`config.mk`:
```
export PLATFORM = sky130hd
export DESIGN_NAME = spst_top
export DESIGN_NICKNAME = d
export VERILOG_FILES = /design/src/logic/spst_pkg.sv /design/src/logic/spst_top.sv
export SDC_FILE = /design/constraint.sdc
export NUM_CORES = 1
export LEC_CHECK = 0
export BUFFER_PORTS_ARGS = -buffer_cell sky130_fd_sc_hd__buf_2
export CAP_MARGIN = 20
export CORE_ASPECT_RATIO = 0.6
export CORE_MARGIN = 1.5
export CORE_UTILIZATION = 40
export CTS_CLUSTER_DIAMETER = 50
export DETAILED_ROUTE_END_ITERATION = 16
export PLACE_DENSITY = 0.65
export RECOVER_POWER = 100
export SYNTH_ARGS = -nofsm -noshare
export SYNTH_HDL_FRONTEND = slang
export SYNTH_SLANG_ARGS = --single-unit
```
`constraint.sdc`:
```
create_clock -name pclk -period 2.4 [get_ports pclk]
set_input_delay 0.24 -clock pclk [delete_from_list [all_inputs] [get_ports pclk]]
set_output_delay 0.24 -clock pclk [all_outputs]
set_load 0.03 [all_outputs]
```
`src/logic/spst_pkg.sv`:
```
/*
  Constants for the socket present-state register bank: APB offsets,
  field positions, reset values, event bits and timing counts.
  Assumes a 100 MHz pclk and 32-bit APB data with byte addresses.
*/
package spst_pkg;

  // Register byte offsets
  localparam logic [7:0] OFS_PRESENT   = 8'h00;
  localparam logic [7:0] OFS_FORCE     = 8'h04;
  localparam logic [7:0] OFS_CONTROL   = 8'h08;
  localparam logic [7:0] OFS_IRQ_STAT  = 8'h0C;
  localparam logic [7:0] OFS_IRQ_MASK  = 8'h10;

  // Present-state and force field positions
  localparam int BIT_RETEST    = 14;
  localparam int BIT_EXTRA_CAP = 12;
  localparam int BIT_LOW_CAP   = 11;
  localparam int BIT_HIGH_CAP  = 10;
  localparam int BIT_ILLEGAL   = 9;
  localparam int BIT_LOSS      = 8;
  localparam int BIT_NOT_CARD  = 7;
  localparam int BIT_CINT      = 6;
  localparam int BIT_CB        = 5;
  localparam int BIT_PC16      = 4;
  localparam int BIT_PWR_DONE  = 3;
  localparam int BIT_CD2       = 2;
  localparam int BIT_CD1       = 1;
  localparam int BIT_WAKE      = 0;

  // Socket supply capability bits, fixed at 4'h3
  localparam logic [3:0] SOCKET_CAPS = 4'h3;

  // Supply select codes in the control register
  localparam logic [1:0] VCC_OFF  = 2'h0;
  localparam logic [1:0] VCC_HIGH = 2'h1;
  localparam logic [1:0] VCC_LOW  = 2'h2;

  // Interrupt event bits
  localparam int EV_DETECT  = 0;
  localparam int EV_LOSS    = 1;
  localparam int EV_ILLEGAL = 2;
  localparam int EV_POWER   = 3;
  localparam int EV_WAKE    = 4;
  localparam int EV_W       = 5;

  // Reset values
  localparam logic [EV_W-1:0] IRQ_MASK_RST = 5'h00;
  localparam logic [1:0]      VCC_RST      = 2'h0;

  // Timing
  localparam int CLK_PERIOD_NS   = 10;
  localparam int SENSE_SETTLE_NS = 1000;
  localparam int POWER_RAMP_NS   = 20000;
  localparam logic [11:0] SENSE_SETTLE_CYC =
    12'((SENSE_SETTLE_NS + CLK_PERIOD_NS - 1) / CLK_PERIOD_NS);
  localparam logic [11:0] POWER_RAMP_CYC =
    12'((POWER_RAMP_NS + CLK_PERIOD_NS - 1) / CLK_PERIOD_NS);

  typedef enum logic [1:0] {DET_IDLE, DET_DRIVE, DET_SENSE} spst_det_t;
  typedef enum logic [1:0] {PWR_OFF, PWR_RAMP, PWR_ON} spst_pwr_t;

endpackage

```
`src/logic/spst_top.sv`:
```
/*
  Socket present-state register bank with force path, card detection,
  supply request checking and a masked interrupt, on an APB slave.
  Assumes socket pins are asynchronous and the supply controller
  reports supply_good; xfer_pending comes from the pclk domain.
*/
`timescale 1ns/100ps
`default_nettype none
module spst_top (
  // APB slave
  input  wire logic                pclk,
  input  wire logic                presetn,
  input  wire logic                pclk_en,
  input  wire logic                psel,
  input  wire logic                penable,
  input  wire logic                pwrite,
  input  wire logic [7:0]          paddr,
  input  wire logic [31:0]         pwdata,
  output var  logic [31:0]         prdata,
  output var  logic                pready,
  output var  logic                pslverr,
  // Socket pins
  input  wire logic                card_detect_first_n,
  input  wire logic                card_detect_second_n,
  input  wire logic [1:0]          voltage_sense_pins_in,
  output var  logic [1:0]          voltage_sense_pins_out,
  output var  logic [1:0]          voltage_sense_pins_oe,
  input  wire logic                card_interrupt_pin_n,
  input  wire logic                card_status_wake_pin,
  // Bridge side
  input  wire logic                xfer_pending,
  input  wire logic                supply_good,
  output var  logic                socket_power_enable,
  output var  logic                cardbus_mode,
  output var  logic                pc16_mode,
  output var  logic                irq
);
  import spst_pkg::*;

  localparam int SW = 7;

  logic [SW-1:0]   pin_raw;
  logic [SW-1:0]   pin_s1;
  logic [SW-1:0]   pin_s2;
  logic            cd1;
  logic            cd2;
  logic [1:0]      vs;
  logic            cint_n;
  logic            wake;
  logic            pgood;
  logic            cd1_prev;
  logic            cd2_prev;
  logic            wake_prev;
  logic            low_cap;
  logic            high_cap;
  logic            illegal_req;
  logic            removal_loss;
  logic            not_card;
  logic            cb_type;
  logic            pc16_type;
  logic            pwr_done;
  logic            cd1_lat;
  logic            cd2_lat;
  logic            forced_inhibit;
  logic [1:0]      vcc_sel;
  logic [EV_W-1:0] irq_status;
  logic [EV_W-1:0] irq_mask;
  logic [EV_W-1:0] next_irq_status;
  logic [EV_W-1:0] ev;
  logic [11:0]     det_cnt;
  logic [11:0]     pwr_cnt;
  spst_det_t       det_state;
  spst_pwr_t       pwr_state;
  logic            acc_go;
  logic            wr_go;
  logic            wr_present;
  logic            wr_force;
  logic            wr_control;
  logic            mapped;
  logic [31:0]     rd_val;
  logic            cd_change;
  logic            card_in;
  logic            removal;
  logic            det_done;
  logic            force_caps;
  logic            retest_go;
  logic            req_legal;
  logic            req_allowed;
  logic            pwr_fail;
  logic            ramp_done;

  // Pin synchronisers, two flops per pin
  assign pin_raw = {supply_good, card_status_wake_pin, card_interrupt_pin_n,
                    voltage_sense_pins_in, card_detect_second_n, card_detect_first_n};

  for (genvar i = 0; i < SW; i++) begin : g_sync
    always_ff @(posedge pclk or negedge presetn) begin
      if (!presetn) begin
        pin_s1[i] <= 1'b1;
        pin_s2[i] <= 1'b1;
      end else if (pclk_en) begin
        pin_s1[i] <= pin_raw[i];
        pin_s2[i] <= pin_s1[i];
      end
    end
  end

  assign cd1    = pin_s2[0];
  assign cd2    = pin_s2[1];
  assign vs     = pin_s2[3:2];
  assign cint_n = pin_s2[4];
  assign wake   = pin_s2[5];
  assign pgood  = pin_s2[6];

  // Pin history for change detection
  always_ff @(posedge pclk or negedge presetn) begin
    if (!presetn) begin
      cd1_prev  <= 1'b1;
      cd2_prev  <= 1'b1;
      wake_prev <= 1'b1; // Synchroniser resets high; avoids a false wake edge
    end else if (pclk_en) begin
      cd1_prev  <= cd1;
      cd2_prev  <= cd2;
      wake_prev <= wake;
    end
  end

  assign cd_change = (cd1 != cd1_prev) || (cd2 != cd2_prev);
  assign card_in   = !cd1 && !cd2;
  assign removal   = !cd1_prev && !cd2_prev && !card_in;

  // APB decode; one wait state, writes act on the completing edge
  assign acc_go     = psel && penable && pready;
  assign wr_go      = acc_go && pwrite;
  assign wr_present = wr_go && (paddr == OFS_PRESENT);
  assign wr_force   = wr_go && (paddr == OFS_FORCE);
  assign wr_control = wr_go && (paddr == OFS_CONTROL);
  assign mapped     = (paddr == OFS_PRESENT) || (paddr == OFS_FORCE) ||
                      (paddr == OFS_CONTROL) || (paddr == OFS_IRQ_STAT) ||
                      (paddr == OFS_IRQ_MASK);
  assign retest_go  = wr_force && pwdata[BIT_RETEST];
  assign force_caps = wr_force && (pwdata[BIT_LOW_CAP] || pwdata[BIT_HIGH_CAP]);

  // Read mux; bits 12, 6 and 0 are not stored
  always_comb begin
    rd_val = 32'h0000_0000;
    unique case (paddr)
      OFS_PRESENT: begin
        rd_val[31:28]         = SOCKET_CAPS;
        rd_val[BIT_EXTRA_CAP] = 1'b0;
        rd_val[BIT_LOW_CAP]   = low_cap;
        rd_val[BIT_HIGH_CAP]  = high_cap;
        rd_val[BIT_ILLEGAL]   = illegal_req;
        rd_val[BIT_LOSS]      = removal_loss;
        rd_val[BIT_NOT_CARD]  = not_card;
        rd_val[BIT_CINT]      = !cint_n;
        rd_val[BIT_CB]        = cb_type;
        rd_val[BIT_PC16]      = pc16_type;
        rd_val[BIT_PWR_DONE]  = pwr_done;
        rd_val[BIT_CD2]       = cd2_lat;
        rd_val[BIT_CD1]       = cd1_lat;
        rd_val[BIT_WAKE]      = wake;
      end
      OFS_CONTROL:  rd_val[1:0]      = vcc_sel;
      OFS_IRQ_STAT: rd_val[EV_W-1:0] = irq_status;
      OFS_IRQ_MASK: rd_val[EV_W-1:0] = irq_mask;
      default:      rd_val = 32'h0000_0000;
    endcase
  end

  // APB answer: pready one cycle after access starts
  always_ff @(posedge pclk or negedge presetn) begin
    if (!presetn) begin
      pready  <= 1'b0;
      pslverr <= 1'b0;
      prdata  <= 32'h0000_0000;
    end else if (pclk_en) begin
      pready  <= psel && penable && !pready;
      pslverr <= psel && penable && !pready && !mapped;
      if (psel && penable && !pready && !pwrite) begin
        prdata <= rd_val;
      end
    end
  end

  // Detection sequence: drive sense pins low, latch detect, then sense
  always_ff @(posedge pclk or negedge presetn) begin
    if (!presetn) begin
      det_state             <= DET_IDLE;
      det_cnt               <= 12'h000;
      cd1_lat               <= 1'b1;
      cd2_lat               <= 1'b1;
      voltage_sense_pins_oe <= 2'h0;
    end else if (pclk_en) begin
      unique case (det_state)
        DET_IDLE: begin
          if (retest_go || cd_change) begin
            det_state             <= DET_DRIVE;
            det_cnt               <= SENSE_SETTLE_CYC;
            voltage_sense_pins_oe <= 2'h3;
          end
        end
        DET_DRIVE: begin
          if (det_cnt == 12'h001) begin
            cd1_lat               <= cd1;
            cd2_lat               <= cd2;
            voltage_sense_pins_oe <= 2'h0;
            det_cnt               <= SENSE_SETTLE_CYC;
            det_state             <= DET_SENSE;
          end else begin
            det_cnt <= det_cnt - 12'h001;
          end
        end
        DET_SENSE: begin
          if (det_cnt == 12'h001) begin
            det_state <= DET_IDLE;
          end else begin
            det_cnt <= det_cnt - 12'h001;
          end
        end
      endcase
    end
  end

  assign det_done = (det_state == DET_SENSE) && (det_cnt == 12'h001);

  // Sense pins are only ever pulled low
  always_ff @(posedge pclk or negedge presetn) begin
    if (!presetn) begin
      voltage_sense_pins_out <= 2'h0;
    end else if (pclk_en) begin
      voltage_sense_pins_out <= 2'h0;
    end
  end

  // Capability flags from detection or force; forcing locks out power
  always_ff @(posedge pclk or negedge presetn) begin
    if (!presetn) begin
      low_cap        <= 1'b0;
      high_cap       <= 1'b0;
      forced_inhibit <= 1'b0;
    end else if (pclk_en) begin
      if (det_done) begin
        low_cap        <= !cd1_lat && !cd2_lat && !vs[1];
        high_cap       <= !cd1_lat && !cd2_lat && vs[0];
        forced_inhibit <= 1'b0;
      end
      if (wr_force && pwdata[BIT_LOW_CAP]) begin
        low_cap <= 1'b1;
      end
      if (wr_force && pwdata[BIT_HIGH_CAP]) begin
        high_cap <= 1'b1;
      end
      if (force_caps) begin
        forced_inhibit <= 1'b1;
      end
    end
  end

  // Card type flags, held until another type is found
  always_ff @(posedge pclk or negedge presetn) begin
    if (!presetn) begin
      not_card  <= 1'b0;
      cb_type   <= 1'b0;
      pc16_type <= 1'b0;
    end else if (pclk_en) begin
      if (det_done && !cd1_lat && !cd2_lat) begin
        cb_type   <= (vs == 2'h1);
        pc16_type <= vs[1];
        if (vs != 2'h0) begin
          not_card <= 1'b0;
        end else begin
          not_card <= 1'b1;
        end
      end
      // Force path ignored while a card sits in the socket
      if (wr_force && !card_in) begin
        if (pwdata[BIT_NOT_CARD]) begin
          not_card <= 1'b1;
        end
        if (pwdata[BIT_CB]) begin
          cb_type <= 1'b1;
        end
        if (pwdata[BIT_PC16]) begin
          pc16_type <= 1'b1;
        end
      end
    end
  end

  // Socket interface mode follows the type flags
  always_ff @(posedge pclk or negedge presetn) begin
    if (!presetn) begin
      cardbus_mode <= 1'b0;
      pc16_mode    <= 1'b0;
    end else if (pclk_en) begin
      cardbus_mode <= cb_type;
      pc16_mode    <= pc16_type && !cb_type;
    end
  end

  // Supply request check; 16-bit cards skip the voltage match but not the force or unknown-card lockouts
  assign req_legal   = pc16_type ||
                       ((pwdata[1:0] == VCC_HIGH) && high_cap) ||
                       ((pwdata[1:0] == VCC_LOW) && low_cap);
  assign req_allowed = req_legal && !forced_inhibit && !not_card;
  assign pwr_fail    = wr_control && (pwdata[1:0] != VCC_OFF) && !req_allowed;
  assign ramp_done   = (pwr_state == PWR_RAMP) && (pwr_cnt == 12'h001);

  // Error flags; illegal_req has no clear, and a removal_loss set in the same cycle as a clear wins
  always_ff @(posedge pclk or negedge presetn) begin
    if (!presetn) begin
      illegal_req  <= 1'b0;
      removal_loss <= 1'b0;
    end else if (pclk_en) begin
      if (wr_control && (pwdata[1:0] != VCC_OFF) && !req_legal) begin
        illegal_req <= 1'b1;
      end else if (wr_force && pwdata[BIT_ILLEGAL]) begin
        illegal_req <= 1'b1;
      end
      if ((removal && (xfer_pending || socket_power_enable)) ||
          (wr_force && pwdata[BIT_LOSS])) begin
        removal_loss <= 1'b1;
      end else if (wr_present && pwdata[BIT_LOSS]) begin
        removal_loss <= 1'b0;
      end
    end
  end

  // Power sequencer; removal or an unknown card drops the supply
  always_ff @(posedge pclk or negedge presetn) begin
    if (!presetn) begin
      pwr_state           <= PWR_OFF;
      pwr_cnt             <= 12'h000;
      vcc_sel             <= VCC_RST;
      pwr_done            <= 1'b0;
      socket_power_enable <= 1'b0;
    end else if (pclk_en) begin
      if (removal || not_card) begin
        pwr_state           <= PWR_OFF;
        socket_power_enable <= 1'b0;
        pwr_done            <= 1'b0;
      end else if (wr_control) begin
        vcc_sel <= pwdata[1:0];
        if (pwdata[1:0] == VCC_OFF || pwr_fail) begin
          pwr_state           <= PWR_OFF;
          socket_power_enable <= 1'b0;
          pwr_done            <= 1'b0;
        end else begin
          pwr_state           <= PWR_RAMP;
          pwr_cnt             <= POWER_RAMP_CYC;
          socket_power_enable <= 1'b1;
        end
      end else if (pwr_state == PWR_RAMP) begin
        if (ramp_done) begin
          pwr_done            <= pgood;
          socket_power_enable <= pgood;
          pwr_state           <= pgood ? PWR_ON : PWR_OFF;
        end else begin
          pwr_cnt <= pwr_cnt - 12'h001;
        end
      end
    end
  end

  // Events feeding the sticky status
  always_comb begin
    ev             = '0;
    ev[EV_DETECT]  = det_done;
    ev[EV_LOSS]    = removal && (xfer_pending || socket_power_enable);
    ev[EV_ILLEGAL] = wr_control && (pwdata[1:0] != VCC_OFF) && !req_legal;
    ev[EV_POWER]   = ramp_done || wr_control;
    ev[EV_WAKE]    = wake && !wake_prev;
    next_irq_status = irq_status | ev;
    if (wr_go && (paddr == OFS_IRQ_STAT)) begin
      next_irq_status = (irq_status & ~pwdata[EV_W-1:0]) | ev;
    end
  end

  // Interrupt status, mask and output
  always_ff @(posedge pclk or negedge presetn) begin
    if (!presetn) begin
      irq_status <= '0;
      irq_mask   <= IRQ_MASK_RST;
      irq        <= 1'b0;
    end else if (pclk_en) begin
      irq_status <= next_irq_status;
      if (wr_go && (paddr == OFS_IRQ_MASK)) begin
        irq_mask <= pwdata[EV_W-1:0];
      end
      irq <= |(next_irq_status & irq_mask); // Registered from the next status, so it changes with irq_status
    end
  end

endmodule
`default_nettype wire

```
**After elaboration in Yosys (flattened, before gate mapping)**

Cells that the tools add are included.

- Logic and storage cells: 226
- Output and inout bits: 42
- Input port bits: 54
- Flip-flop bits (word level): 93

- Bitwise gates (word level): 6
- $add $sub $neg: 2
- Mux-type cells: 53
- Reduce and logical (&&, ||, !) cells: 101
- Equal/unequal tests: 21

Operator list:

| operator | count |
|---|---|
| $mux 12 | 7 |
| $logic_and 1x1->1 | 39 |
| $pmux 12 s3 | 1 |
| $mux 1 | 29 |
| $eq 12x1->1 const B | 2 |
| $sub 12x1->12 const B | 2 |
| $mux 2 | 10 |
| $logic_not 1->1 | 18 |
| $reduce_bool 2->1 | 9 |
| $eq 8x4->1 const B | 2 |
| $logic_or 1x1->1 | 14 |
| $reduce_and 2->1 | 7 |
| $ne 2x2->1 const B | 6 |
| $reduce_and 3->1 | 4 |
| $reduce_and 4->1 | 3 |
| $and 5x5->5 | 2 |
| $or 5x5->5 | 2 |
| $pmux 3 s3 | 1 |
| $eq 2x1->1 const B | 4 |
| $eq 8x3->1 const B | 1 |
| $eq 8x5->1 const B | 1 |
| $logic_not 8->1 | 1 |
| $pmux 2 s4 | 1 |
| $mux 7 | 1 |
| 12 further kinds | 16 |

**Logic depth before layout (Yosys ltp)**

- Word-level depth: 12
- Mapped depth: 8
- Mapped depth without buffers: 7

**Worst setup path after synthesis**

No wires, ideal clock.

- Kind: input-to-reg
- Start point: in paddr[4]
- End point: reg pwr_done
- Setup time: 76 ps
- Required time: 2,324 ps
- Buffers on the path: 2
- Data arrival time: 2,280 ps
- Stages on the path: 7
- Setup slack: 44 ps
- Cells stage by stage: or4b_1 > buf_2 > or4_4 > buf_6 > a31o_2 > or4b_4 > o21ai_2

- Cells in the longest elaborated chain, start to end: 7
- Elaborated cells on any way between the ends: 11
- Those cells by class: eq/ne: 2; mux: 2; reduce/logical: 7

RTL lines:

| element | RTL line | text |
|---|---|---|
| from (decl) | spst_top.sv:17 | `input wire logic [7:0] paddr,` |
| $eq 8x4->1 (*) | spst_top.sv:137 | `assign wr_control = wr_go && (paddr == OFS_CONTROL);` |
| $logic_and 1x1->1 (*) | spst_top.sv:137 |  |
| $logic_and 1x1->1 (2 in a row) | spst_top.sv:307 | `assign pwr_fail = wr_control && (pwdata[1:0] != VCC_OFF) && !req_allowed;` |
| $logic_or 1x1->1 | spst_top.sv:345 | `if (pwdata[1:0] == VCC_OFF \|\| pwr_fail) begin` |
| $ne 3x1->1 (no source line) | n/a |  |
| $reduce_and 4->1 (no source line) | n/a |  |
| to (signal assigned) | spst_top.sv:356 | `pwr_done <= pgood;` |
| to (decl) | spst_top.sv:61 | `logic pwr_done;` |

Mark *: on every way between the ends. The rest lies on a longest branch, timed or not.
A chain may end at the register's enable or synchronous reset.

**Worst setup path in the final report**

- Start point: reg det_cnt[0]
- End point: reg det_cnt[9]

- Cells in the longest elaborated chain, start to end: 3
- Elaborated cells on any way between the ends: 7
- Those cells by class: add/sub: 1; eq/ne: 2; mux: 3; reduce/logical: 1

RTL lines:

| element | RTL line | text |
|---|---|---|
| from (decl) | spst_top.sv:70 | `logic [11:0] det_cnt;` |
| from (signal assigned) | spst_top.sv:211 | `det_cnt <= det_cnt - 12'h001;` |
| from (signal assigned) | spst_top.sv:218 | `det_cnt <= det_cnt - 12'h001;` |
| $sub 12x1->12 or $eq 12x1->1 (tied branches) | n/a |  |
| $mux 12 (tied with other cells) | spst_top.sv:215 | `if (det_cnt == 12'h001) begin` |
| $pmux 12 s3 or $reduce_and 3->1 (tied branches) | n/a |  |

Several ways; a longest one is shown, not always the timed one. The select of a mux whose other input is x is not followed.

==> impl_results.md <==
- Status: finished clean
- Setup Viol. Count Final: 0
- Seq/Total Area, Yosys: 0.459
- Post-DP HPWL: 10,300 um
- Initial Util: 0.420
- Num rows: 30
- Global-route wire length before repair: 22,000 um
- Max-cap violations: 0
- Fin. Hold Viols: 0
- N_diodes: 0
- Finished Cell Area: 0.00578 mm^2
- Distinct cell type count after synthesis: 70
- Largest family of logic cells by synthesized area: simple AND/OR/NAND/NOR gates
- Slowest-stage cell, CP: or4b_4
- Critical-path cell list: or3_1 > or4b_4 > or4_1 > or3_1 > a21oi_1
- GRT Resource Usage Total: 0.221
- Worst path depth: 5
- Hold path startpoint: card_status_wake_pin
- Most used DFF post-synth: dfrtp_1
- Yosys warning count: 0
- Largest net degree at the start of global routing: 46
- PD cells: 738 mW/mm^2
- Crit Path Category: register to register
- Slew Viols, Final: 0
- Number of global-route vias before repair: 4,124
- Synth Area in XOR/XNOR: 0.00722
- I/O Buffers: 55
- Hold EP: pin_s1[5]
- Worst-margin pin slew: 1.13 ns
- Vias per cell: 5.66
- Post-synthesis mux area share: 0.0684
- Post-synthesis compound-gate area fraction: 0.178
- Post-synth EDFFs: 0
- R2r startpoint: det_cnt[0]
- GRT Residual Overflow: 0
- Met3 Routed Length: 1290 um
- # IOs: 96
- Met2 wire length: 5340 um
- R2r setup slk: 0.1 ns
- Syn Inst Count: 504
- Die W: 145 um
- CTS Sinks: 88
- Initial antenna violation count: 0
- Largest area contributor in the netlist: dfrtp_1
- RSZ-0062 raised after global routing: false
- Via Count: 4,354
- Post-synth top area share: 0.356
- Post-synth ARST share: 1.00
- CTS Root Cell: clkbuf_16
- Setup TNS: 0 ns
- DR top layer: met4
- Leakage power: 2.50 nW
- Synth Register Bits: 88
- H-tree levels: 3
- Crit share post-route: 0.958
- Final std cells w/o fill: 769
- Post-synthesis adder-cell area fraction: 0.0181
- # fillers: 1,117
- Core Area: 0.0116 mm^2
- GP Congestion: 0.908
- Req. time, crit path: 2.67 ns
- Slew Limit Headroom: 0.248
- CTS tree: done
- Total power: 0.00426 W
- Drt first-iter violations: 386
- CP bufs+invs: 0
- Critical path launch point type: register
- Metal-1 WL: 6950 um
- Inst Count DP: 752
- Fin worst setup slack: 0.0999 ns
- Crit path top cell by count: or3_1
- Die height: 88.3 um
- Slowest stage delay, CP: 0.51 ns
- Netlist Area Pre-Place: 0.00485 mm^2
- Top delay family on crit path: simple AND/OR/NAND/NOR gates
- Worst min path class: input port to register
- CP max FO: 5
- Worst skew pair latency: 0.34 ns
- Placed inst area: 0.00558 mm^2
- Post-Route WL: 13,700 um
- Nets: 665
- Share of layout cells above drive strength 1: 0.243
- Worst VDD drop: 440 uV
- Drt pass-1 iters: 6
- WL/cell: 17.8 um
- Final min period: 2.30 ns
- DRC viols: 0
- Synth Area in Simple Gates: 0.202
- FMAX: 435 MHz
- Worst-path clk slew: 0.07 ns
- Clk buf depth: 2
- Die footprint: 0.0128 mm^2
- Post-Place Setup Slack: -0.0935 ns
- CTS buffer count: 9
- Layout Skew: 0.0121 ns
- WHS Path Cells: 2
- Worst r2r dst: det_cnt[9]
- Worst Setup End Kind: register
- ANT nets after route: 0
- Syn_area_per_cell: 9.62 um^2
- Area Overhead vs Synth: 19.2%
- FF-to-FF path depth: 5
- Top area cells in the synthesized netlist: dfrtp_1 (36%), dfstp_2 (10%), mux2_2 (5.8%)
- Arr. time, crit path: 2.57 ns
==> power by group <==
group          total [W]  internal (W)  switching, W
logic            0.00109      0.000440      0.000649
clock network    0.00132      0.000708      0.000609
registers        0.00186       0.00168      0.000174
==> cell usage after synthesis (3+ instances only) <==
cell and count:
o21ai_0 32, clkbuf_1 12, ha_1 7, buf_4 22
dfrtp_1 69, nand3b_1 3, mux2i_1 5, nand2_1 59
nor3_1 15, a21o_1 5, or2_2 5, nor2_1 19
o211ai_1 3, a21oi_1 31, nand2b_1 4, buf_2 3
nand3_1 14, a31oi_1 4, o31ai_1 9, mux2_2 25
o21a_1 4, or3_1 8, nor2b_1 5, a22oi_1 6
nor4_1 8, inv_1 19, or4_1 9, buf_1 3
nand4_1 13, o41ai_1 4, o22a_1 4, a22o_1 9
dfstp_2 19
==> layout by cell type, fill, tap and decap left out, drive strengths merged, types with 6 or more instances in the layout <==
cell and instances:
nand4 13, a22o 9, nor4 8, dfrtp 69, a21oi 31, nand3 14
nor3 16, o21ai 33, buf 65, mux2 25, or3 9, dfstp 19
nor2 19, o31ai 9, a22oi 6, clkbuf 54, nand2 59, conb 20
ha 7, or4 10, inv 21
==> cells by family after synthesis <==
logic type	Yosys count
simple gates	182
compound gates	131
flops	88
buf+inv	61
mux	30
fa+ha+maj	7
xor+xnor	4
other cells	1
==> worst max-delay path by stage <==
stage | start | endpoint | slack (ns)
global route | cd2 | pwr_cnt[1] | 0.01
CTS | cd2 | pwr_cnt[11] | -0.003
floorplan | paddr[4] | pwr_done | 0.04
global placement | paddr[4] | pwr_cnt[5] | -0.06
finish | det_cnt[0] | det_cnt[9] | 0.1
detailed placement | paddr[4] | pwr_cnt[5] | -0.09
==> state kept, by name (all words and copies together) (netlist names), 5 cells and up <==
name	cells
det_cnt	12
prdata	13
irq_status	5
pin_s1	7
irq_mask	5
pwr_cnt	12
==> per-stage QoR <==
stage,util,hold slack (ns)
detailed placement,0.483,0.294
global placement,0.483,0.288
finish,0.500,0.133
global route,0.500,0.133
floorplan,-,-0.0556
CTS,0.508,0.128
==> cell type report <==
type	count	area, um^2	area share
well taps	160	200	0.0346
flip-flops and latches	88	2230	0.385
clock buffers	9	225	0.0390
multi-input cells	374	2400	0.415
repair buffers	111	602	0.104
clock inverters	7	53.8	0.00931
inverters	20	75.1	0.0130
==> layer usage <==
layer / vias up / GRT usage
met5: - / 0
li1: 2045 / -
met1: 2094 / 0.336
met2: 203 / 0.310
met4: 0 / 0.0603
met3: 12 / 0.0562
==> what timing repair did <==
action / CTS / global route
endpoints found under the setup margin: 1 / 10
hold buffers: 1 / 0
pin swaps: 0 / 0
setup buffers: 0 / 0
endpoints found under the hold margin: 25 / 0
resized for setup: 1 / 9
Note: power is estimated with default switching activity, not from simulation.
